<file path="src/pkg/mcfe_map.svh">
// Purpose: Register map, field positions and reset values of the MAC configuration bank
// Assumes: Word indices are the printed offsets; the byte address is four times the index
// Notes: Definitions only
`ifndef MCFE_MAP_SVH
`define MCFE_MAP_SVH

`define MCFE_IDX_W 10
`define MCFE_IDX_RMS 10'h0da
`define MCFE_IDX_CFG3 10'h0d4
`define MCFE_IDX_CMD 10'h0e0
`define MCFE_IDX_RING_LO 10'h0e4
`define MCFE_IDX_RING_HI 10'h0e8
`define MCFE_IDX_ETT 10'h0ec
`define MCFE_IDX_FEV 10'h0f0
`define MCFE_IDX_FEM 10'h0f4
`define MCFE_IDX_FPS 10'h0f8
`define MCFE_IDX_FORCE 10'h0fc

`define MCFE_RMS_W 14
`define MCFE_ETT_W 6
`define MCFE_ETT_UNIT_SHIFT 5

`define MCFE_CMD_ENDIAN 9
`define MCFE_CMD_TAG_STRIP 6
`define MCFE_CMD_SUM 5
`define MCFE_CMD_DAC 4
`define MCFE_CMD_MULTI 3
`define MCFE_CMD_WMASK 16'h0278

`define MCFE_FE_FUNCTION_INTERRUPT_FLAG 15
`define MCFE_FE_WAKE_MASK 14
`define MCFE_FE_GENERAL_WAKE_FLAG 4
`define MCFE_FEM_WMASK 16'hc010

`define MCFE_CFG3_CARD_EN 3
`define MCFE_CFG3_FUNC_ON 1
`define MCFE_CFG3_WMASK 8'h0a

`define MCFE_RMS_RST 14'h0000
`define MCFE_CMD_RST 16'h0000
`define MCFE_RING_RST 64'h0000000000000000
`define MCFE_ETT_RST 6'h08
`define MCFE_FEM_RST 16'h0000
`define MCFE_CFG3_RST 8'h00

`define MCFE_RESP_OKAY 2'h0
`define MCFE_RESP_SLVERR 2'h2

`endif

</file>
<file path="src/pkg/mcfe_pkg.sv">
// Purpose: Types shared by the MAC configuration bank
// Assumes: Nothing
// Notes: Constants live in mcfe_map.svh
package mcfe_pkg;
  typedef enum logic [0:0] {WR_IDLE, WR_RESP} mcfe_wr_state_e;
  typedef enum logic [0:0] {RD_IDLE, RD_RESP} mcfe_rd_state_e;
  typedef logic [1:0] mcfe_resp_t;
endpackage

</file>
<file path="src/rtl/mcfe_sticky_flag.sv">
// Purpose: Sticky event flag, set by hardware, cleared by write-one
// Assumes: Set and clear are one-cycle pulses on the local clock
// Notes: Of the resets, only the power-on reset clears it
`timescale 1ns/1ps
`default_nettype none
module mcfe_sticky_flag (
  input wire logic clk,
  input wire logic rst_n,
  input wire logic set_pulse,
  input wire logic clr_pulse,
  output logic flag_q
);
  logic flag_next;

  // Set wins so an event in the clearing cycle is never lost
  assign flag_next = set_pulse | (flag_q & ~clr_pulse);

  always_ff @(posedge clk or negedge rst_n)
  begin
    if (!rst_n)
      flag_q <= 1'b0;
    else
      flag_q <= flag_next;
  end
endmodule
`default_nettype wire

</file>
<file path="src/rtl/mcfe_early_send.sv">
// Purpose: Start-of-transmit decision from the transmit FIFO fill level
// Assumes: FIFO byte count and complete-packet flag are synchronous
// Notes: A reserved zero level leaves only the complete-packet trigger
`include "mcfe_map.svh"
`timescale 1ns/1ps
`default_nettype none
module mcfe_early_send #(
  parameter int CNT_W = 16
) (
  input wire logic clk,
  input wire logic rst_n,
  input wire logic [`MCFE_ETT_W-1:0] level,
  input wire logic [CNT_W-1:0] fifo_bytes,
  input wire logic full_pkt,
  output logic start_q
);
  logic [CNT_W-1:0] thr_bytes;
  logic level_ok;
  logic start_next;

  assign thr_bytes = CNT_W'({level, 5'h00});
  assign level_ok = (level != 6'h00);
  assign start_next = full_pkt | (level_ok & (fifo_bytes >= thr_bytes));

  always_ff @(posedge clk or negedge rst_n)
  begin
    if (!rst_n)
      start_q <= 1'b0;
    else
      start_q <= start_next;
  end
endmodule
`default_nettype wire

</file>
<file path="src/rtl/mcfe_regs.sv">
// Purpose: AXI4-Lite configuration and function-event registers of the Ethernet MAC
// Assumes: All non-bus inputs are synchronous to SYS_CLK; RST_N is the power-on reset
// Notes: BUS_RESET and SOFT_RESET load the reset values into the size, command, ring and threshold (08h) words but leave event state, event mask and CFG3 alone
// Functional notes
// - Receive size field is 14 bits wide
// - Command bit 6 enables VLAN tag stripping
// - Command bit 5 enables receive checksum offload
// - Dual cycle only for nonzero upper address
// - Multiple read/write overrides DMA burst limits
// - Command register takes only 16-bit writes
// - Ring base low at E4h, high E8h
// - Transmit starts at threshold or full packet
// - Threshold counts in 32-byte units
// - Forced interrupt sets flag; write-one clears
// - Interrupt flag survives bus and soft reset
// - Wake flag sets on rising present wake
// - Function registers valid only when both enabled
// - Flags drive wake pin, active high
// - Cleared wake mask blocks the wake pin
`include "mcfe_map.svh"
`timescale 1ns/1ps
`default_nettype none
module mcfe_regs #(
  parameter int ADDR_W = 12,
  parameter int CNT_W = 16
) (
  input wire logic SYS_CLK,
  input wire logic RST_N,
  input wire logic BUS_RESET,
  input wire logic SOFT_RESET,
  input wire logic [ADDR_W-1:0] S_AXI_AWADDR,
  input wire logic S_AXI_AWVALID,
  output logic S_AXI_AWREADY,
  input wire logic [31:0] S_AXI_WDATA,
  input wire logic [3:0] S_AXI_WSTRB,
  input wire logic S_AXI_WVALID,
  output logic S_AXI_WREADY,
  output logic [1:0] S_AXI_BRESP,
  output logic S_AXI_BVALID,
  input wire logic S_AXI_BREADY,
  input wire logic [ADDR_W-1:0] S_AXI_ARADDR,
  input wire logic S_AXI_ARVALID,
  output logic S_AXI_ARREADY,
  output logic [31:0] S_AXI_RDATA,
  output logic [1:0] S_AXI_RRESP,
  output logic S_AXI_RVALID,
  input wire logic S_AXI_RREADY,
  input wire logic PRESENT_FUNCTION_INTERRUPT_FLAG,
  input wire logic PRESENT_WAKE,
  input wire logic [CNT_W-1:0] TX_FIFO_BYTES,
  input wire logic TX_FIFO_FULL_PKT,
  output logic TX_START,
  input wire logic [31:0] DMA_ADDR_HI,
  output logic DMA_DUAL_CYCLE,
  output logic [`MCFE_RMS_W-1:0] RX_MAX_SIZE,
  output logic RX_ACCEPT_EN,
  output logic BIG_ENDIAN,
  output logic RX_TAG_STRIP_EN,
  output logic RX_SUM_OFFLOAD_EN,
  output logic DAC_EN,
  output logic MULTI_READ_WRITE_EN,
  output logic DMA_BURST_LIMIT_EN,
  output logic [63:0] RX_RING_BASE,
  output logic [`MCFE_ETT_W-1:0] EARLY_SEND_LEVEL,
  output logic CARD_STATUS_CHANGE_PIN
);
  logic aw_held_reg;
  logic w_held_reg;
  logic [ADDR_W-1:0] aw_addr_reg;
  logic [31:0] w_data_reg;
  logic [3:0] w_strb_reg;
  mcfe_pkg::mcfe_wr_state_e wr_state_reg;
  mcfe_pkg::mcfe_wr_state_e wr_state_next;
  mcfe_pkg::mcfe_rd_state_e rd_state_reg;
  mcfe_pkg::mcfe_rd_state_e rd_state_next;
  mcfe_pkg::mcfe_resp_t b_resp_reg;
  mcfe_pkg::mcfe_resp_t r_resp_reg;
  logic [31:0] r_data_reg;
  logic [`MCFE_RMS_W-1:0] rms_reg;
  logic [15:0] cmd_reg;
  logic [63:0] ring_reg;
  logic [`MCFE_ETT_W-1:0] ett_reg;
  logic [15:0] fem_reg;
  logic [7:0] cfg3_reg;
  logic pwake_d_reg;
  logic dual_reg;
  logic pin_reg;
  logic pin_next;
  logic function_interrupt_flag_flag;
  logic general_wake_flag_flag;

  function automatic logic [`MCFE_IDX_W-1:0] word_index(input logic [ADDR_W-1:0] a);
    return `MCFE_IDX_W'(a >> 2);
  endfunction

  function automatic logic [31:0] merge(input logic [31:0] old_v, input logic [31:0] new_v,
                                        input logic [3:0] strb);
    logic [31:0] m;
    m = old_v;
    for (int i = 0; i < 4; i++)
      if (strb[i])
        m[i*8 +: 8] = new_v[i*8 +: 8];
    return m;
  endfunction

  function automatic logic [31:0] flag_word(input logic function_interrupt_flag, input logic general_wake_flag);
    logic [31:0] w;
    w = 32'h00000000;
    w[`MCFE_FE_FUNCTION_INTERRUPT_FLAG] = function_interrupt_flag;
    w[`MCFE_FE_GENERAL_WAKE_FLAG] = general_wake_flag;
    return w;
  endfunction

  // Write channel: address and data are parked separately so either may come first
  logic aw_fire, w_fire, ar_fire, b_fire, r_fire, do_write, cfg_clr, func_valid;
  logic [`MCFE_IDX_W-1:0] wr_idx, rd_idx;
  logic wr_rms, wr_cmd, wr_rlo, wr_rhi, wr_ett, wr_fev, wr_fem, wr_frc, wr_cfg3, wr_hit;
  logic rd_rms, rd_cmd, rd_rlo, rd_rhi, rd_ett, rd_fev, rd_fem, rd_fps, rd_frc, rd_cfg3, rd_hit;
  logic cmd_word_ok, function_interrupt_flag_set, function_interrupt_flag_clr, general_wake_flag_set, general_wake_flag_clr;
  logic [31:0] rms_m, rlo_m, rhi_m, ett_m, fem_m, cfg3_m, rd_word;

  assign S_AXI_AWREADY = (wr_state_reg == mcfe_pkg::WR_IDLE) & ~aw_held_reg;
  assign S_AXI_WREADY = (wr_state_reg == mcfe_pkg::WR_IDLE) & ~w_held_reg;
  assign S_AXI_BVALID = (wr_state_reg == mcfe_pkg::WR_RESP);
  assign S_AXI_BRESP = b_resp_reg;
  assign S_AXI_ARREADY = (rd_state_reg == mcfe_pkg::RD_IDLE);
  assign S_AXI_RVALID = (rd_state_reg == mcfe_pkg::RD_RESP);
  assign S_AXI_RRESP = r_resp_reg;
  assign S_AXI_RDATA = r_data_reg;
  assign aw_fire = S_AXI_AWVALID & S_AXI_AWREADY;
  assign w_fire = S_AXI_WVALID & S_AXI_WREADY;
  assign ar_fire = S_AXI_ARVALID & S_AXI_ARREADY;
  assign b_fire = S_AXI_BVALID & S_AXI_BREADY;
  assign r_fire = S_AXI_RVALID & S_AXI_RREADY;
  assign do_write = (wr_state_reg == mcfe_pkg::WR_IDLE) & aw_held_reg & w_held_reg;
  assign cfg_clr = BUS_RESET | SOFT_RESET;
  assign func_valid = cfg3_reg[`MCFE_CFG3_CARD_EN] & cfg3_reg[`MCFE_CFG3_FUNC_ON];

  assign wr_idx = word_index(aw_addr_reg);
  assign wr_rms = do_write & (wr_idx == `MCFE_IDX_RMS);
  assign wr_cmd = do_write & (wr_idx == `MCFE_IDX_CMD);
  assign wr_rlo = do_write & (wr_idx == `MCFE_IDX_RING_LO);
  assign wr_rhi = do_write & (wr_idx == `MCFE_IDX_RING_HI);
  assign wr_ett = do_write & (wr_idx == `MCFE_IDX_ETT);
  assign wr_fev = do_write & (wr_idx == `MCFE_IDX_FEV) & func_valid;
  assign wr_fem = do_write & (wr_idx == `MCFE_IDX_FEM) & func_valid;
  assign wr_frc = do_write & (wr_idx == `MCFE_IDX_FORCE) & func_valid;
  assign wr_cfg3 = do_write & (wr_idx == `MCFE_IDX_CFG3);
  assign wr_hit = (wr_idx == `MCFE_IDX_RMS) | (wr_idx == `MCFE_IDX_CMD) | (wr_idx == `MCFE_IDX_RING_LO) |
                  (wr_idx == `MCFE_IDX_RING_HI) | (wr_idx == `MCFE_IDX_ETT) | (wr_idx == `MCFE_IDX_FEV) |
                  (wr_idx == `MCFE_IDX_FEM) | (wr_idx == `MCFE_IDX_FPS) | (wr_idx == `MCFE_IDX_FORCE) |
                  (wr_idx == `MCFE_IDX_CFG3);
  // Byte or odd-lane writes to the command word are acknowledged but dropped
  assign cmd_word_ok = (w_strb_reg[1:0] == 2'h3);

  assign rms_m = merge({18'h00000, rms_reg}, w_data_reg, w_strb_reg);
  assign rlo_m = merge(ring_reg[31:0], w_data_reg, w_strb_reg);
  assign rhi_m = merge(ring_reg[63:32], w_data_reg, w_strb_reg);
  assign ett_m = merge({26'h0000000, ett_reg}, w_data_reg, w_strb_reg);
  assign fem_m = merge({16'h0000, fem_reg}, w_data_reg, w_strb_reg);
  assign cfg3_m = merge({24'h000000, cfg3_reg}, w_data_reg, w_strb_reg);

  assign function_interrupt_flag_set = wr_frc & w_strb_reg[1] & w_data_reg[`MCFE_FE_FUNCTION_INTERRUPT_FLAG];
  assign function_interrupt_flag_clr = wr_fev & w_strb_reg[1] & w_data_reg[`MCFE_FE_FUNCTION_INTERRUPT_FLAG];
  assign general_wake_flag_set = (PRESENT_WAKE & ~pwake_d_reg) | (wr_frc & w_strb_reg[0] & w_data_reg[`MCFE_FE_GENERAL_WAKE_FLAG]);
  assign general_wake_flag_clr = wr_fev & w_strb_reg[0] & w_data_reg[`MCFE_FE_GENERAL_WAKE_FLAG];

  assign rd_idx = word_index(S_AXI_ARADDR);
  assign rd_rms = (rd_idx == `MCFE_IDX_RMS);
  assign rd_cmd = (rd_idx == `MCFE_IDX_CMD);
  assign rd_rlo = (rd_idx == `MCFE_IDX_RING_LO);
  assign rd_rhi = (rd_idx == `MCFE_IDX_RING_HI);
  assign rd_ett = (rd_idx == `MCFE_IDX_ETT);
  assign rd_fev = (rd_idx == `MCFE_IDX_FEV);
  assign rd_fem = (rd_idx == `MCFE_IDX_FEM);
  assign rd_fps = (rd_idx == `MCFE_IDX_FPS);
  assign rd_frc = (rd_idx == `MCFE_IDX_FORCE);
  assign rd_cfg3 = (rd_idx == `MCFE_IDX_CFG3);
  assign rd_hit = rd_rms | rd_cmd | rd_rlo | rd_rhi | rd_ett | rd_fev | rd_fem | rd_fps | rd_frc | rd_cfg3;
  // Function-event words read as zero while the function registers are off
  assign rd_word = rd_rms ? {18'h00000, rms_reg} :
                   rd_cmd ? {16'h0000, cmd_reg} :
                   rd_rlo ? ring_reg[31:0] :
                   rd_rhi ? ring_reg[63:32] :
                   rd_ett ? {26'h0000000, ett_reg} :
                   (rd_fev & func_valid) ? flag_word(function_interrupt_flag_flag, general_wake_flag_flag) :
                   (rd_fem & func_valid) ? {16'h0000, fem_reg} :
                   (rd_fps & func_valid) ? flag_word(PRESENT_FUNCTION_INTERRUPT_FLAG, PRESENT_WAKE) :
                   rd_cfg3 ? {24'h000000, cfg3_reg} : 32'h00000000;

  always_comb
  begin
    case (wr_state_reg)
      mcfe_pkg::WR_IDLE: wr_state_next = do_write ? mcfe_pkg::WR_RESP : mcfe_pkg::WR_IDLE;
      mcfe_pkg::WR_RESP: wr_state_next = S_AXI_BREADY ? mcfe_pkg::WR_IDLE : mcfe_pkg::WR_RESP;
      default: wr_state_next = mcfe_pkg::WR_IDLE;
    endcase
    case (rd_state_reg)
      mcfe_pkg::RD_IDLE: rd_state_next = S_AXI_ARVALID ? mcfe_pkg::RD_RESP : mcfe_pkg::RD_IDLE;
      mcfe_pkg::RD_RESP: rd_state_next = S_AXI_RREADY ? mcfe_pkg::RD_IDLE : mcfe_pkg::RD_RESP;
      default: rd_state_next = mcfe_pkg::RD_IDLE;
    endcase
  end

  always_ff @(posedge SYS_CLK or negedge RST_N)
  begin
    if (!RST_N)
    begin
      wr_state_reg <= mcfe_pkg::WR_IDLE;
      rd_state_reg <= mcfe_pkg::RD_IDLE;
      aw_held_reg <= 1'b0;
      w_held_reg <= 1'b0;
    end
    else
    begin
      wr_state_reg <= wr_state_next;
      rd_state_reg <= rd_state_next;
      aw_held_reg <= aw_fire | (aw_held_reg & ~b_fire);
      w_held_reg <= w_fire | (w_held_reg & ~b_fire);
    end
  end

  always_ff @(posedge SYS_CLK or negedge RST_N)
  begin
    if (!RST_N)
    begin
      aw_addr_reg <= '0;
      w_data_reg <= 32'h00000000;
      w_strb_reg <= 4'h0;
      b_resp_reg <= `MCFE_RESP_OKAY;
      r_resp_reg <= `MCFE_RESP_OKAY;
      r_data_reg <= 32'h00000000;
    end
    else
    begin
      if (aw_fire)
        aw_addr_reg <= S_AXI_AWADDR;
      if (w_fire)
        w_data_reg <= S_AXI_WDATA;
      if (w_fire)
        w_strb_reg <= S_AXI_WSTRB;
      if (do_write)
        b_resp_reg <= wr_hit ? `MCFE_RESP_OKAY : `MCFE_RESP_SLVERR;
      if (ar_fire)
        r_resp_reg <= rd_hit ? `MCFE_RESP_OKAY : `MCFE_RESP_SLVERR;
      if (ar_fire)
        r_data_reg <= rd_word;
    end
  end

  // Configuration words follow the bus and software resets
  always_ff @(posedge SYS_CLK or negedge RST_N)
  begin
    if (!RST_N)
    begin
      rms_reg <= `MCFE_RMS_RST;
      cmd_reg <= `MCFE_CMD_RST;
      ring_reg <= `MCFE_RING_RST;
      ett_reg <= `MCFE_ETT_RST;
    end
    else if (cfg_clr)
    begin
      rms_reg <= `MCFE_RMS_RST;
      cmd_reg <= `MCFE_CMD_RST;
      ring_reg <= `MCFE_RING_RST;
      ett_reg <= `MCFE_ETT_RST;
    end
    else
    begin
      if (wr_rms)
        rms_reg <= rms_m[`MCFE_RMS_W-1:0];
      if (wr_cmd & cmd_word_ok)
        cmd_reg <= w_data_reg[15:0] & `MCFE_CMD_WMASK;
      if (wr_rlo)
        ring_reg[31:0] <= rlo_m;
      if (wr_rhi)
        ring_reg[63:32] <= rhi_m;
      if (wr_ett)
        ett_reg <= ett_m[`MCFE_ETT_W-1:0];
    end
  end

  // Event state only follows the power-on reset
  always_ff @(posedge SYS_CLK or negedge RST_N)
  begin
    if (!RST_N)
    begin
      fem_reg <= `MCFE_FEM_RST;
      cfg3_reg <= `MCFE_CFG3_RST;
      pwake_d_reg <= 1'b0;
      dual_reg <= 1'b0;
      pin_reg <= 1'b0;
    end
    else
    begin
      if (wr_fem)
        fem_reg <= fem_m[15:0] & `MCFE_FEM_WMASK;
      if (wr_cfg3)
        cfg3_reg <= cfg3_m[7:0] & `MCFE_CFG3_WMASK;
      pwake_d_reg <= PRESENT_WAKE;
      dual_reg <= cmd_reg[`MCFE_CMD_DAC] & (DMA_ADDR_HI != 32'h00000000);
      pin_reg <= pin_next;
    end
  end

  assign pin_next = func_valid & fem_reg[`MCFE_FE_WAKE_MASK] &
                    ((function_interrupt_flag_flag & fem_reg[`MCFE_FE_FUNCTION_INTERRUPT_FLAG]) | (general_wake_flag_flag & fem_reg[`MCFE_FE_GENERAL_WAKE_FLAG]));

  mcfe_sticky_flag u_function_interrupt_flag_flag (
    .clk(SYS_CLK),
    .rst_n(RST_N),
    .set_pulse(function_interrupt_flag_set),
    .clr_pulse(function_interrupt_flag_clr),
    .flag_q(function_interrupt_flag_flag)
  );

  mcfe_sticky_flag u_general_wake_flag_flag (
    .clk(SYS_CLK),
    .rst_n(RST_N),
    .set_pulse(general_wake_flag_set),
    .clr_pulse(general_wake_flag_clr),
    .flag_q(general_wake_flag_flag)
  );

  mcfe_early_send #(.CNT_W(CNT_W)) u_early_send (
    .clk(SYS_CLK),
    .rst_n(RST_N),
    .level(ett_reg),
    .fifo_bytes(TX_FIFO_BYTES),
    .full_pkt(TX_FIFO_FULL_PKT),
    .start_q(TX_START)
  );

  assign RX_MAX_SIZE = rms_reg;
  assign RX_ACCEPT_EN = (rms_reg != 14'h0000);
  assign BIG_ENDIAN = cmd_reg[`MCFE_CMD_ENDIAN];
  assign RX_TAG_STRIP_EN = cmd_reg[`MCFE_CMD_TAG_STRIP];
  assign RX_SUM_OFFLOAD_EN = cmd_reg[`MCFE_CMD_SUM];
  assign DAC_EN = cmd_reg[`MCFE_CMD_DAC];
  assign MULTI_READ_WRITE_EN = cmd_reg[`MCFE_CMD_MULTI];
  assign DMA_BURST_LIMIT_EN = ~cmd_reg[`MCFE_CMD_MULTI];
  assign DMA_DUAL_CYCLE = dual_reg;
  assign RX_RING_BASE = ring_reg;
  assign EARLY_SEND_LEVEL = ett_reg;
  assign CARD_STATUS_CHANGE_PIN = pin_reg;
endmodule
`default_nettype wire

</file>
<file path="config.mk">
export PLATFORM = sky130hd
export DESIGN_NAME = mcfe_regs
export DESIGN_NICKNAME = d
export VERILOG_FILES = /design/src/pkg/mcfe_pkg.sv /design/src/rtl/mcfe_sticky_flag.sv /design/src/rtl/mcfe_early_send.sv /design/src/rtl/mcfe_regs.sv
export VERILOG_INCLUDE_DIRS = /design/src /design/src/pkg
export SDC_FILE = /design/constraint.sdc
export NUM_CORES = 1
export LEC_CHECK = 0
export ABC_AREA = 1
export ABC_CLOCK_PERIOD_IN_PS = 4160
export BUFFER_PORTS_ARGS = -buffer_cell sky130_fd_sc_hd__clkbuf_2
export CORE_ASPECT_RATIO = 1.5
export CORE_MARGIN = 1
export CORE_UTILIZATION = 36
export DETAILED_ROUTE_END_ITERATION = 10
export PLACE_DENSITY_LB_ADDON = 0.05
export SYNTH_ARGS = -nofsm -noshare
export SYNTH_HDL_FRONTEND = slang
export SYNTH_SLANG_ARGS = --single-unit
</file>
<file path="constraint.sdc">
create_clock -name SYS_CLK -period 4.16 [get_ports SYS_CLK]
set_clock_uncertainty 0.05 [all_clocks]
set_input_delay 0.208 -clock SYS_CLK [delete_from_list [all_inputs] [get_ports SYS_CLK]]
set_output_delay 0.208 -clock SYS_CLK [all_outputs]
set_load 0.02 [all_outputs]
</file>
== Yosys cells after proc, flatten, opt, wreduce, memory -nomap -nowiden ==
Cells that the tools add are included.

* Multiplexer cells: 32
* Bitwise gates (word level): 79
* Order comparisons: 1
* Reduce and logical (&&, ||, !) cells: 26
* Equal/unequal tests: 21

{| class="wikitable"
|+ Operators by type and width
! cell !! count
|-
| == test 10 x 8 -> 1 bit, second input constant || 20
|-
| 2-to-1 mux 32 bit || 6
|-
| 2-to-1 mux 16 bit || 6
|-
| 2-to-1 mux 64 bit || 1
|-
| bitwise AND 1 bit || 44
|-
| 2-to-1 mux 8 bit || 4
|-
| nonzero test 32 bit || 1
|-
| 2-to-1 mux 14 bit || 2
|-
| AND reduction 2 bit || 14
|-
| OR 1 bit || 26
|-
| 2-to-1 mux 6 bit || 4
|-
| nonzero test 2 bit || 9
|-
| >= comparator 16 x 11 -> 1 bit || 1
|-
| nonzero test 14 bit || 1
|-
| inverter 1 bit || 9
|-
| nonzero test 6 bit || 1
|-
| 2-to-1 mux 1 bit || 4
|-
| 2-to-1 mux 2 bit || 2
|-
| 2-to-1 mux 4 bit || 1
|-
| case mux 1 bit (2 select lines) || 2
|-
| == test 2 bit, second input constant || 1
|}

* Output and inout bits: 135
* Register bits after elaboration: 199
* Logic and storage cells: 190

== Depth between registers and ports, before layout ==
Gate-level depths: netlist (run 1).

* Word-level depth: 11
* Depth in mapped cells: 11
* Mapped depth without buffers: 11

== By module ==
Synthesis (run 1) repeated with hierarchy kept, for this count alone.

* Cell total of the unflattened synthesis: 1000
* Area, all modules: 8548.2 um^2

{| class="wikitable"
|+ Modules (own cells, without submodules)
! module !! instances !! cells each !! area each (um^2)
|-
| mcfe_regs || 1 || 938 || 8184.1
|-
| mcfe_early_send || 1 || 52 || 284.0
|-
| mcfe_sticky_flag || 2 || 5 || 40.0
|}

== Worst setup path before layout (run 1) ==
Ideal clock, no wire load.

* Path type: register to register
* From: register wr_state_reg, in the netlist S_AXI_BVALID
* To: register aw_addr_reg[11]
* Buffers on the path: 1
* Data arrival time: 1559 ps
* Library setup time: 125 ps
* Stages on the path, launching flop included: 5
* Required time: 3985 ps
* Slack: 2427 ps
* Clock period less this slack: 1733 ps
* Path through: dfrtp_1 nor2_1 nand2_1 clkbuf_1 mux2_2

* Word-level cells in the longest chain between the ends: 3

{| class="wikitable"
|+ RTL lines
! item !! line !! source
|-
| start: declaration || mcfe_regs.sv:72 || <nowiki>mcfe_pkg::mcfe_wr_state_e wr_state_reg;</nowiki>
|-
| start signal: assignment || mcfe_regs.sv:209 || <nowiki>wr_state_reg <= mcfe_pkg::WR_IDLE;</nowiki>
|-
| start signal: assignment || mcfe_regs.sv:216 || <nowiki>wr_state_reg <= wr_state_next;</nowiki>
|-
| inverter 1 bit || mcfe_regs.sv:122 || <nowiki>assign S_AXI_AWREADY = (wr_state_reg == mcfe_pkg::WR_IDLE) & ~aw_held_reg;</nowiki>
|-
| bitwise AND 1 bit || mcfe_regs.sv:122 ||
|-
| net S_AXI_AWREADY || mcfe_regs.sv:33 || <nowiki>output logic S_AXI_AWREADY,</nowiki>
|-
| bitwise AND 1 bit || mcfe_regs.sv:130 || <nowiki>assign aw_fire = S_AXI_AWVALID & S_AXI_AWREADY;</nowiki>
|-
| end signal: assignment || mcfe_regs.sv:227 || <nowiki>aw_addr_reg <= '0;</nowiki>
|-
| end signal: assignment || mcfe_regs.sv:237 || <nowiki>aw_addr_reg <= S_AXI_AWADDR;</nowiki>
|-
| end: declaration || mcfe_regs.sv:69 || <nowiki>logic [ADDR_W-1:0] aw_addr_reg;</nowiki>
|}

The timed path passes the listed nets, and every way through them passes these cells.
A chain may end at the register's enable or synchronous reset.

== Final worst setup path (run 1) ==
* From: register aw_addr_reg[11]
* To: register rms_reg[5], in the netlist RX_MAX_SIZE[5]

* Word-level cells in the longest chain between the ends: 4

{| class="wikitable"
|+ RTL lines
! item !! line !! source
|-
| == test 10 x 8 -> 1 bit (no source line) || - ||
|-
| bitwise AND 1 bit || mcfe_regs.sv:140 || <nowiki>assign wr_rms = do_write & (wr_idx == `MCFE_IDX_RMS);</nowiki>
|-
| nonzero test 2 bit (no source line) || - ||
|-
| AND reduction 2 bit (no source line) || - ||
|-
| end signal: assignment || mcfe_regs.sv:256 || <nowiki>rms_reg <= `MCFE_RMS_RST;</nowiki>
|-
| end signal: assignment || mcfe_regs.sv:263 || <nowiki>rms_reg <= `MCFE_RMS_RST;</nowiki>
|-
| end signal: assignment || mcfe_regs.sv:271 || <nowiki>rms_reg <= rms_m[`MCFE_RMS_W-1:0];</nowiki>
|-
| end: declaration || mcfe_regs.sv:79 || <nowiki>logic [`MCFE_RMS_W-1:0] rms_reg;</nowiki>
|}

No other way between the ends.

==> results of run 1 <==
[worst reg2reg max path, stage by stage (launching register included)]
cell	delay, ns
dfrtp_1	0.39
nor2_2	0.15
nand3_1	0.12
inv_1	0.11
nand2_1	0.07
o21ai_0	0.30
nand2_1	0.42
o21ai_0	0.32
[placed cells by master, fill, tap and decap left out, types with 3 or more instances in the layout]
| master | netlist | routed |
|---|---|---|
| a21oi_1 | 22 | 22 |
| a22o_1 | 17 | 17 |
| buf_4 | 3 | 6 |
| clkbuf_16 | 0 | 17 |
| clkbuf_2 | 0 | 247 |
| clkbuf_8 | 0 | 5 |
| clkinv_4 | 0 | 3 |
| dfrtp_1 | 183 | 183 |
| dlygate4sd3_1 | 0 | 49 |
| ha_1 | 6 | 6 |
| inv_1 | 61 | 61 |
| inv_2 | 3 | 3 |
| mux2_2 | 30 | 30 |
| nand2_1 | 301 | 300 |
| nand2_2 | 13 | 14 |
| nand3_1 | 24 | 24 |
| nand4_1 | 21 | 21 |
| nor2_1 | 60 | 59 |
| nor2_2 | 2 | 3 |
| nor2_4 | 5 | 5 |
| nor3_1 | 9 | 9 |
| nor4_1 | 14 | 14 |
| o21ai_0 | 72 | 72 |
| o21ai_1 | 3 | 3 |
| o21ai_2 | 32 | 32 |
[stage by stage]
| step | util, % | area (µm²) | setup WS (ns) | cells |
|---|---|---|---|---|
| after floorplan | - | 8440 | 2.43 | 933 |
| after global placement | 43.2 | 9930 | 1.79 | 1437 |
| after detailed placement | 43.2 | 9930 | 1.78 | 1437 |
| after CTS | 48.0 | 11000 | 2.10 | 1518 |
| after global routing | 48.0 | 11000 | 1.83 | 1518 |
| final | 48.0 | 11000 | 2.15 | 1518 |
[worst max-delay path by stage]
stage | start | end | slack [ns] | cells after the start
floorplan | S_AXI_BVALID | aw_addr_reg[11] | 2.43 | 4
global placement | S_AXI_ARADDR[8] | S_AXI_RDATA[9] | 1.79 | 11
detailed placement | S_AXI_ARADDR[8] | S_AXI_RDATA[3] | 1.78 | 11
CTS | aw_addr_reg[11] | RX_MAX_SIZE[5] | 2.10 | 7
global route | aw_addr_reg[11] | RX_MAX_SIZE[4] | 1.83 | 7
finish | aw_addr_reg[11] | RX_MAX_SIZE[5] | 2.15 | 7
[layer usage]
metal  routed length, µm  track usage [%]
met5                   0                0
met4                 735             9.07
met3                1310             4.86
met2               13500             40.7
met1               10500             25.4
[kinds of logic (layout without fill, tap and decap cells)]
group           count (synthesis)  after routing
flops                         184            184
compound gates                158            158
buf+inv                        96            401
fa+ha+maj                       6              6
mux                            30             30
other cells                     1              2
simple gates                  457            457
[power by group]
| part | total, mW | internal (mW) | switching, mW | leakage [nW] |
|---|---|---|---|---|
| clock network | 1.68 | 0.954 | 0.723 | 0.290 |
| registers | 2.52 | 2.20 | 0.318 | 2.37 |
| logic | 1.50 | 0.552 | 0.944 | 2.96 |
| total | 5.69 | 3.71 | 1.98 | 5.62 |
[cells in the mapped netlist, types with 5 or more instances]
cell / n / area (µm²)
mux2_2: 30 / 338
nor4_1: 14 / 87.6
nor2_4: 5 / 56.3
dfrtp_1: 183 / 4580
ha_1: 6 / 75.1
a22o_1: 17 / 149
nand2_2: 13 / 81.3
nand2_1: 301 / 1130
a21oi_1: 22 / 110
o21ai_2: 32 / 280
o21ai_0: 72 / 360
inv_1: 61 / 229
clkbuf_1: 13 / 48.8
nor3_1: 9 / 45.0
nand4_1: 21 / 131
nand3_1: 24 / 120
buf_2: 9 / 45.0
nor2_1: 60 / 225
buf_6: 5 / 56.3
[repair_timing]
action / in CTS / in global routing
hold buffers: 49 / 0
endpoints found under the setup margin: 0 / 0
hold endpoints to repair: 139 / 0
setup buffers: 0 / 0
[final cells by class]
class | count | area [µm²]
clock buffer | 23 | 488
clock inverter | 9 | 115
fill | 2297 | 11900
inverter | 65 | 244
multi-input combinational | 653 | 3420
sequential | 184 | 4610
tap | 280 | 350
timing repair buffer | 304 | 1810
==> run summary, run 1 <==
Reg clk slew, reported paths: 0.07 ns
Slowest Stage Delay on Critical Path: 0.42 ns
Peak supply drop: 0.000344 V
crit path buf inv count: 1
Critical Path End Type: register
WL final: 26.1 mm
Final Setup Violations: 0
WP data required: 4.46 ns
Compound-Gate Fraction of Synth Area: 12.0%
Crit Path Category: reg2reg
TritonCTS clock tree: built
post-cts sizing count: 0
ys async rst share: 100%
Nets: 1351
Final Wtd Congestion: 0.830
Achievable Freq: 497 MHz
Die Area: 24100 µm²
RR Endpoint: RX_MAX_SIZE[5]
DRC Markers: 0
Hold Fails Final Rpt: 0
Post-DP HPWL: 18.5 mm
CP max stage cell: nand2_1
synthesized area: 8430 µm²
Post-Syn Area per Cell: 9.05 µm²
setup slack, reg-to-reg: 2.15 ns
remaining antenna violation count: 0
Hold WS: 0.0123 ns
Seq cells post-synth: 184
area share of xor/xnor cells in the synthesized design: 0%
final period utilization: 48.4%
max FFs per register: 64
Ant. Diodes: 0
Top Ports: 255
EDFF count, synth: 0
CP top delay family: simple AND/OR/NAND/NOR gates
Clk Latency, worst-skew pair: 0.44 ns
Min-Delay Path Class: in2reg
Num CTS Buffers: 17
DR iter-0 viols: 364
Pre-antenna DRT Iters: 4
distinct cell type count after synthesis: 43
min cycle time layout: 2.01 ns
P_leak: 5.62 nW
clk buf depth: 2
worst-margin pin slew: 1.22 ns
total power: 5.69 mW
CTS root buf: clkbuf_16
layout cell share with drive strength beyond 1: 30.7%
main combinational cell family by area after synthesis: simple AND/OR/NAND/NOR gates
Core Region: 23000 µm²
Slew Viols, Final: 0
setup tns final: 0 ns
Vias: 7430
P per Cell Area: 516 nW/µm²
port bufs: 248
Synth Area in Simple Gates: 23.5%
Worst Hold Depth: 3
initial antenna violation count: 0
die width: 127 µm
clock sink count: 184
number of global-route vias before repair: 7550
headroom to the max-slew limit: 18.5%
total track usage: 22.5%
Worst Hold End: w_strb_reg[1]
Critical Path, Cell by Cell: nor2_2 -> nand3_1 -> inv_1 -> nand2_1 -> o21ai_0 -> nand2_1 -> o21ai_0
MaxCap Viol Count: 0
HP Start: S_AXI_WSTRB[1]
run status: complete, no violations
sequential share of the synthesized area: 54.6%
Syn Inst Count: 932
crit path max fanout: 16
Top FF cell, synth: dfrtp_1
gr ovfl total: 0
area grow syn2layout: 30.7%
origin of the critical flop-to-flop path: aw_addr_reg[11]
r2r worst-path depth: 7
post-synthesis adder-cell area fraction: 0.890%
multiplexer share of the synthesized area: 4.01%
largest net degree at the start of global routing: 94
Synth Warn #: 0
H-tree levels: 4
Initial Util: 36.7%
Avg Vias per Cell: 4.89
CP arrival: 2.31 ns
# rows: 68
DR WL/cell: 17.2 µm
RSZ-0062 raised after global routing: no
Die Y: 189 µm
global-route wire length before repair: 40.6 mm
Worst setup SP type: register
No activity file was read; power rests on OpenSTA's default activity.
==> run 2, diff against run 1 <==
--- a/config.mk
+++ b/config.mk
@@ -6,8 +6,8 @@
 export SDC_FILE = /design/constraint.sdc
 export NUM_CORES = 1
 export LEC_CHECK = 0
-export ABC_AREA = 1
-export ABC_CLOCK_PERIOD_IN_PS = 4160
+export ABC_AREA = 0
+export ABC_CLOCK_PERIOD_IN_PS = 1800
 export BUFFER_PORTS_ARGS = -buffer_cell sky130_fd_sc_hd__clkbuf_2
 export CORE_ASPECT_RATIO = 1.5
 export CORE_MARGIN = 1
==> constraint.sdc (replaced) <==
create_clock -name SYS_CLK -period 1.8 [get_ports SYS_CLK]
set_clock_uncertainty 0.05 [all_clocks]
set_input_delay 0.09 -clock SYS_CLK [delete_from_list [all_inputs] [get_ports SYS_CLK]]
set_output_delay 0.09 -clock SYS_CLK [all_outputs]
set_load 0.02 [all_outputs]
==> run summary, run 2 <==
initial antenna violation count: 0
Achievable Freq: 525 MHz
total track usage: 25.1%
Post-Syn Area per Cell: 10.1 µm²
Final Wtd Congestion: 0.872
Initial Util: 36.6%
Critical Path, Cell by Cell: ha_1 -> or4b_4 -> o311ai_4 -> o211ai_1 -> a211oi_1
final period utilization: 106%
setup tns final: -0.105 ns
DR iter-0 viols: 431
crit path buf inv count: 0
Slew Viols, Final: 0
Post-DP HPWL: 21.4 mm
Critical Path End Type: register
Top FF cell, synth: dfrtp_1
Num CTS Buffers: 17
Pre-antenna DRT Iters: 7
area grow syn2layout: 39.4%
failing checks: negative setup slack
Synth Warn #: 0
Die Y: 192 µm
Avg Vias per Cell: 5.45
distinct cell type count after synthesis: 66
CP top delay family: compound AO/OA/AOI/OAI gates
Compound-Gate Fraction of Synth Area: 18.1%
MaxCap Viol Count: 0
run status: complete, but fails checks
top cells by area, synth: dfrtp_1 53%, mux2_2 6.2%, a21oi_1 5.8%
H-tree levels: 4
Hold WS: 0.0460 ns
Syn Inst Count: 855
commonest cells in the netlist: 183 x dfrtp_1, 101 x a21oi_1, 96 x o21ai_0
Min-Delay Path Class: in2reg
pre-CTS setup slack: -0.0122 ns
largest net degree at the start of global routing: 90
Crit Path Category: reg2reg
Peak supply drop: 0.000767 V
most frequent cell after synthesis: dfrtp_1
area share of xor/xnor cells in the synthesized design: 0%
clock sink count: 184
Hold Fails Final Rpt: 0
Reg clk slew, reported paths: 0.07 ns
CP max stage cell: or4b_4
Nets: 1307
Final Setup Violations: 1
post-synthesis adder-cell area fraction: 0.868%
Ant. Diodes: 0
multiplexer share of the synthesized area: 7.32%
port bufs: 248
main combinational cell family by area after synthesis: compound AO/OA/AOI/OAI gates
synthesized area: 8650 µm²
total power: 12.7 mW
most frequent cells in the layout: 247 x clkbuf_2, 180 x dfrtp_1, 101 x a21oi_1
final setup margin: -0.105 ns
gr ovfl total: 0
TritonCTS clock tree: built
min cycle time layout: 1.91 ns
commonest non-fill, non-tap cell in the layout: clkbuf_2
DRC Markers: 0
Slowest Stage Delay on Critical Path: 0.46 ns
number of global-route vias before repair: 8099
Vias: 8241
layout cell share with drive strength beyond 1: 35.3%
P per Cell Area: 1060 nW/µm²
Finished Core Util: 51.0%
Die Area: 24700 µm²
WP data required: 2.08 ns
Synth Area in Simple Gates: 15.6%
CTS root buf: clkbuf_16
CP arrival: 2.19 ns
clk buf depth: 2
Clk Latency, worst-skew pair: 0.44 ns
P_leak: 5.38 nW
die width: 129 µm
max FFs per register: 64
Core Region: 23700 µm²
WL final: 30.1 mm
remaining antenna violation count: 0
ys async rst share: 100%
EDFF count, synth: 0
Seq cells post-synth: 184
crit path max fanout: 2
sequential share of the synthesized area: 53.3%
global-route wire length before repair: 46.6 mm
top cell type's share of synthesized area: 53.0%
largest area contributor in the netlist: dfrtp_1
Worst setup SP type: register
# rows: 69
Top Ports: 255
RSZ-0062 raised after global routing: yes
DR WL/cell: 19.9 µm
==> run 2: cell families (layout without fill, tap and decap cells) <==
family | count (synthesis) | count (layout)
AO/OA/AOI/OAI | 269 | 269
buffers and inverters | 89 | 427
multiplexers | 55 | 55
adder cells (fa/ha/maj) | 6 | 6
flip-flops | 184 | 184
AND/OR/NAND/NOR | 251 | 251
other | 1 | 2
==> run 2: worst paths after layout <==
| check | startpoint | endpoint | slack [ns] | depth (start not counted) |
|---|---|---|---|---|
| worst max register to register | EARLY_SEND_LEVEL[0] | u_early_send.start_q | -0.11 | 5 |
| worst max-delay path | EARLY_SEND_LEVEL[0] | u_early_send.start_q | -0.11 | 5 |
| min in group asynchronous | RST_N | RX_RING_BASE[3] | 0.09 | 2 |
| worst min register to register | S_AXI_RDATA[14] | S_AXI_RDATA[14] | 0.43 | 2 |
| worst min-delay path | S_AXI_ARVALID | S_AXI_RVALID | 0.05 | 3 |
| max in group asynchronous | RST_N | w_data_reg[29] | 0.93 | 3 |
==> run 2: worst min-delay path, cell delays in order <==
cell	delay, ns
clkbuf_2	0.09
nand2b_1	0.17
o21ai_0	0.14
==> run 2: layer usage <==
metal	vias to the layer above	GRT usage (%)	part of all wire, %
met5	-	0	0
met1	4071	30.3	40
met4	0	8.69	2.4
met3	39	3.98	5.2
met2	311	44.8	52
li1	3820	-	-
==> run 2: layout make-up <==
cell class                      count  area [µm²]
Fill cell                        2308       11600
Inverter                           15        56.3
Clock inverter                     14         170
Timing Repair Buffer              380        2640
Sequential cell                   184        4610
Multi-Input combinational cell    583        3740
Tap cell                          319         399
Clock buffer                       18         439
==> run 2: metrics by stage <==
stage / cells / cell area, µm²
2_1_floorplan: 856 / 8660
6_report: 1513 / 12100
5_1_grt: 1513 / 12100
4_1_cts: 1511 / 11900
3_5_place_dp: 1408 / 10600
3_3_place_gp: 1408 / 10600
==> run 2: report_power, final <==
| group | switching (mW) | total, mW | internal (mW) |
|---|---|---|---|
| Clock | 1.71 | 3.94 | 2.24 |
| Sequential | 0.789 | 5.63 | 4.84 |
| Combinational | 1.65 | 3.15 | 1.50 |
==> run 2: repair_timing <==
item                                    CTS  global route
endpoints found under the setup margin    3            91
hold endpoints to repair                237             0
cloned                                    0             0
hold buffers                             70             0
gates resized for setup                   2            26
pin swaps                                 1             6
setup buffers                             1             2
==> run 3, diff against run 2 <==
--- a/config.mk
+++ b/config.mk
@@ -13,6 +13,7 @@
 export CORE_MARGIN = 1
 export CORE_UTILIZATION = 36
 export DETAILED_ROUTE_END_ITERATION = 10
+export GPL_ROUTABILITY_DRIVEN = 0
 export PLACE_DENSITY_LB_ADDON = 0.05
 export SYNTH_ARGS = -nofsm -noshare
 export SYNTH_HDL_FRONTEND = slang
==> constraint.sdc (replaced) <==
create_clock -name SYS_CLK -period 1.8 [get_ports SYS_CLK]
set_clock_uncertainty 0.05 [all_clocks]
set_input_delay 0.09 -clock SYS_CLK [delete_from_list [all_inputs] [get_ports SYS_CLK]]
set_output_delay 0.09 -clock SYS_CLK [all_outputs]
set_load 0.05 [all_outputs]
==> run summary, run 3 (synthesis results as in run 2) <==
# rows: 69
Pre-antenna DRT Iters: 7
H-tree levels: 4
Critical Path, Cell by Cell: ha_4 -> or4b_4 -> o311ai_4 -> o211ai_1 -> a211oi_1
Hold WS: 0.0119 ns
area grow syn2layout: 40.9%
min cycle time layout: 1.86 ns
RSZ-0062 raised after global routing: yes
remaining antenna violation count: 0
initial antenna violation count: 0
total track usage: 25.5%
Top Ports: 255
CP top delay family: compound AO/OA/AOI/OAI gates
global-route wire length before repair: 47.2 mm
DR iter-0 viols: 369
TritonCTS clock tree: built
WL final: 30.6 mm
P_leak: 5.44 nW
Core Region: 23700 µm²
MaxCap Viol Count: 0
Ant. Diodes: 0
Final Setup Violations: 1
clk buf depth: 2
Finished Core Util: 51.5%
max FFs per register: 64
P per Cell Area: 1090 nW/µm²
largest net degree at the start of global routing: 68
Nets: 1313
Critical Path End Type: register
crit path buf inv count: 0
clock sink count: 184
Die Area: 24700 µm²
layout cell share with drive strength beyond 1: 36.3%
run status: complete, but fails checks
die width: 129 µm
gr ovfl total: 0
failing checks: negative setup slack
pre-CTS setup slack: -0.0438 ns
total power: 13.3 mW
Slowest Stage Delay on Critical Path: 0.46 ns
Peak supply drop: 0.000611 V
CP arrival: 2.15 ns
Worst setup SP type: register
CTS root buf: clkbuf_16
crit path max fanout: 2
port bufs: 248
Avg Vias per Cell: 5.45
Slew Viols, Final: 0
number of global-route vias before repair: 8398
final period utilization: 103%
commonest non-fill, non-tap cell in the layout: clkbuf_2
Reg clk slew, reported paths: 0.07 ns
WP data required: 2.09 ns
Num CTS Buffers: 17
Post-DP HPWL: 21.7 mm
CP max stage cell: or4b_4
Hold Fails Final Rpt: 0
DR WL/cell: 20.2 µm
Vias: 8272
Clk Latency, worst-skew pair: 0.44 ns
worst-margin pin slew: 0.585 ns
headroom to the max-slew limit: 61.0%
Crit Path Category: reg2reg
Achievable Freq: 537 MHz
final setup margin: -0.0620 ns
Initial Util: 36.6%
most frequent cells in the layout: 246 x clkbuf_2, 176 x dfrtp_1, 101 x a21oi_1
Die Y: 192 µm
DRC Markers: 0
Min-Delay Path Class: in2reg
-- run 3: cell count changes in the layout (fill, tap and decap cells not counted), sizes merged --
cell / change
inv: -3
clkinv: -2
dlygate4sd3: +1
clkinvlp: +3
clkbuf: +2
buf: +5
-- run 3: stage by stage --
step	setup TNS (ns)	area (µm²)	cells
6_report	-0.0620	12200	1519
3_3_place_gp	-0.0681	10700	1413
2_1_floorplan	-0.571	8760	856
5_1_grt	-0.133	12200	1519
4_1_cts	-0.0226	12000	1516
3_5_place_dp	-0.0438	10700	1413
-- run 3: worst paths after layout --
check / slack (ns) / start / endpoint / cells after the start
worst max-delay path: -0.06 / EARLY_SEND_LEVEL[0] / u_early_send.start_q / 5
max in group asynchronous: 0.68 / RST_N / EARLY_SEND_LEVEL[2] / 3
min in group asynchronous: 0.20 / RST_N / EARLY_SEND_LEVEL[5] / 3
worst min register to register: 0.44 / S_AXI_RDATA[14] / S_AXI_RDATA[14] / 2
worst min-delay path: 0.01 / S_AXI_ARADDR[8] / S_AXI_RRESP[1] / 4
worst max register to register: -0.06 / EARLY_SEND_LEVEL[0] / u_early_send.start_q / 5
-- run 3: what timing repair did --
item                                    in CTS  in global routing
gates resized for setup                      3                 28
buffers inserted                             0                  3
endpoints found under the hold margin      238                  0
cloned                                       0                  0
endpoints found under the setup margin       2                 90
hold buffers                                71                  0
pin swaps                                    0                  8
-- run 3: layout make-up --
cell class	instances	area (µm²)
Tap cell	319	399
Sequential cell	184	4610
Multi-Input combinational cell	583	3820
Inverter	15	56.3
Timing Repair Buffer	386	2690
Clock inverter	12	149
Clock buffer	20	457
Fill cell	2282	11500
-- run 3: per-layer routing --
metal / GRT usage [%] / vias up / share of wire, %
li1: - / 3823 / -
met1: 29.7 / 4109 / 40
met2: 47.0 / 299 / 53
met3: 4.01 / 41 / 5.2
met4: 8.73 / 0 / 2.1
met5: 0 / - / 0
-- run 3: tightest hold or removal path, cell delays in order --
cell and delay [ns]:
clkbuf_2 0.10, nand2_1 0.11, a211oi_1 0.06, o21ai_1 0.10
-- run 3: power breakdown --
group          leakage (nW)  internal, mW  switching, mW
Clock                 0.288          2.25           1.65
Combinational          2.77          1.65           2.10
Sequential             2.38          4.85          0.821
Total                  5.44          8.75           4.58
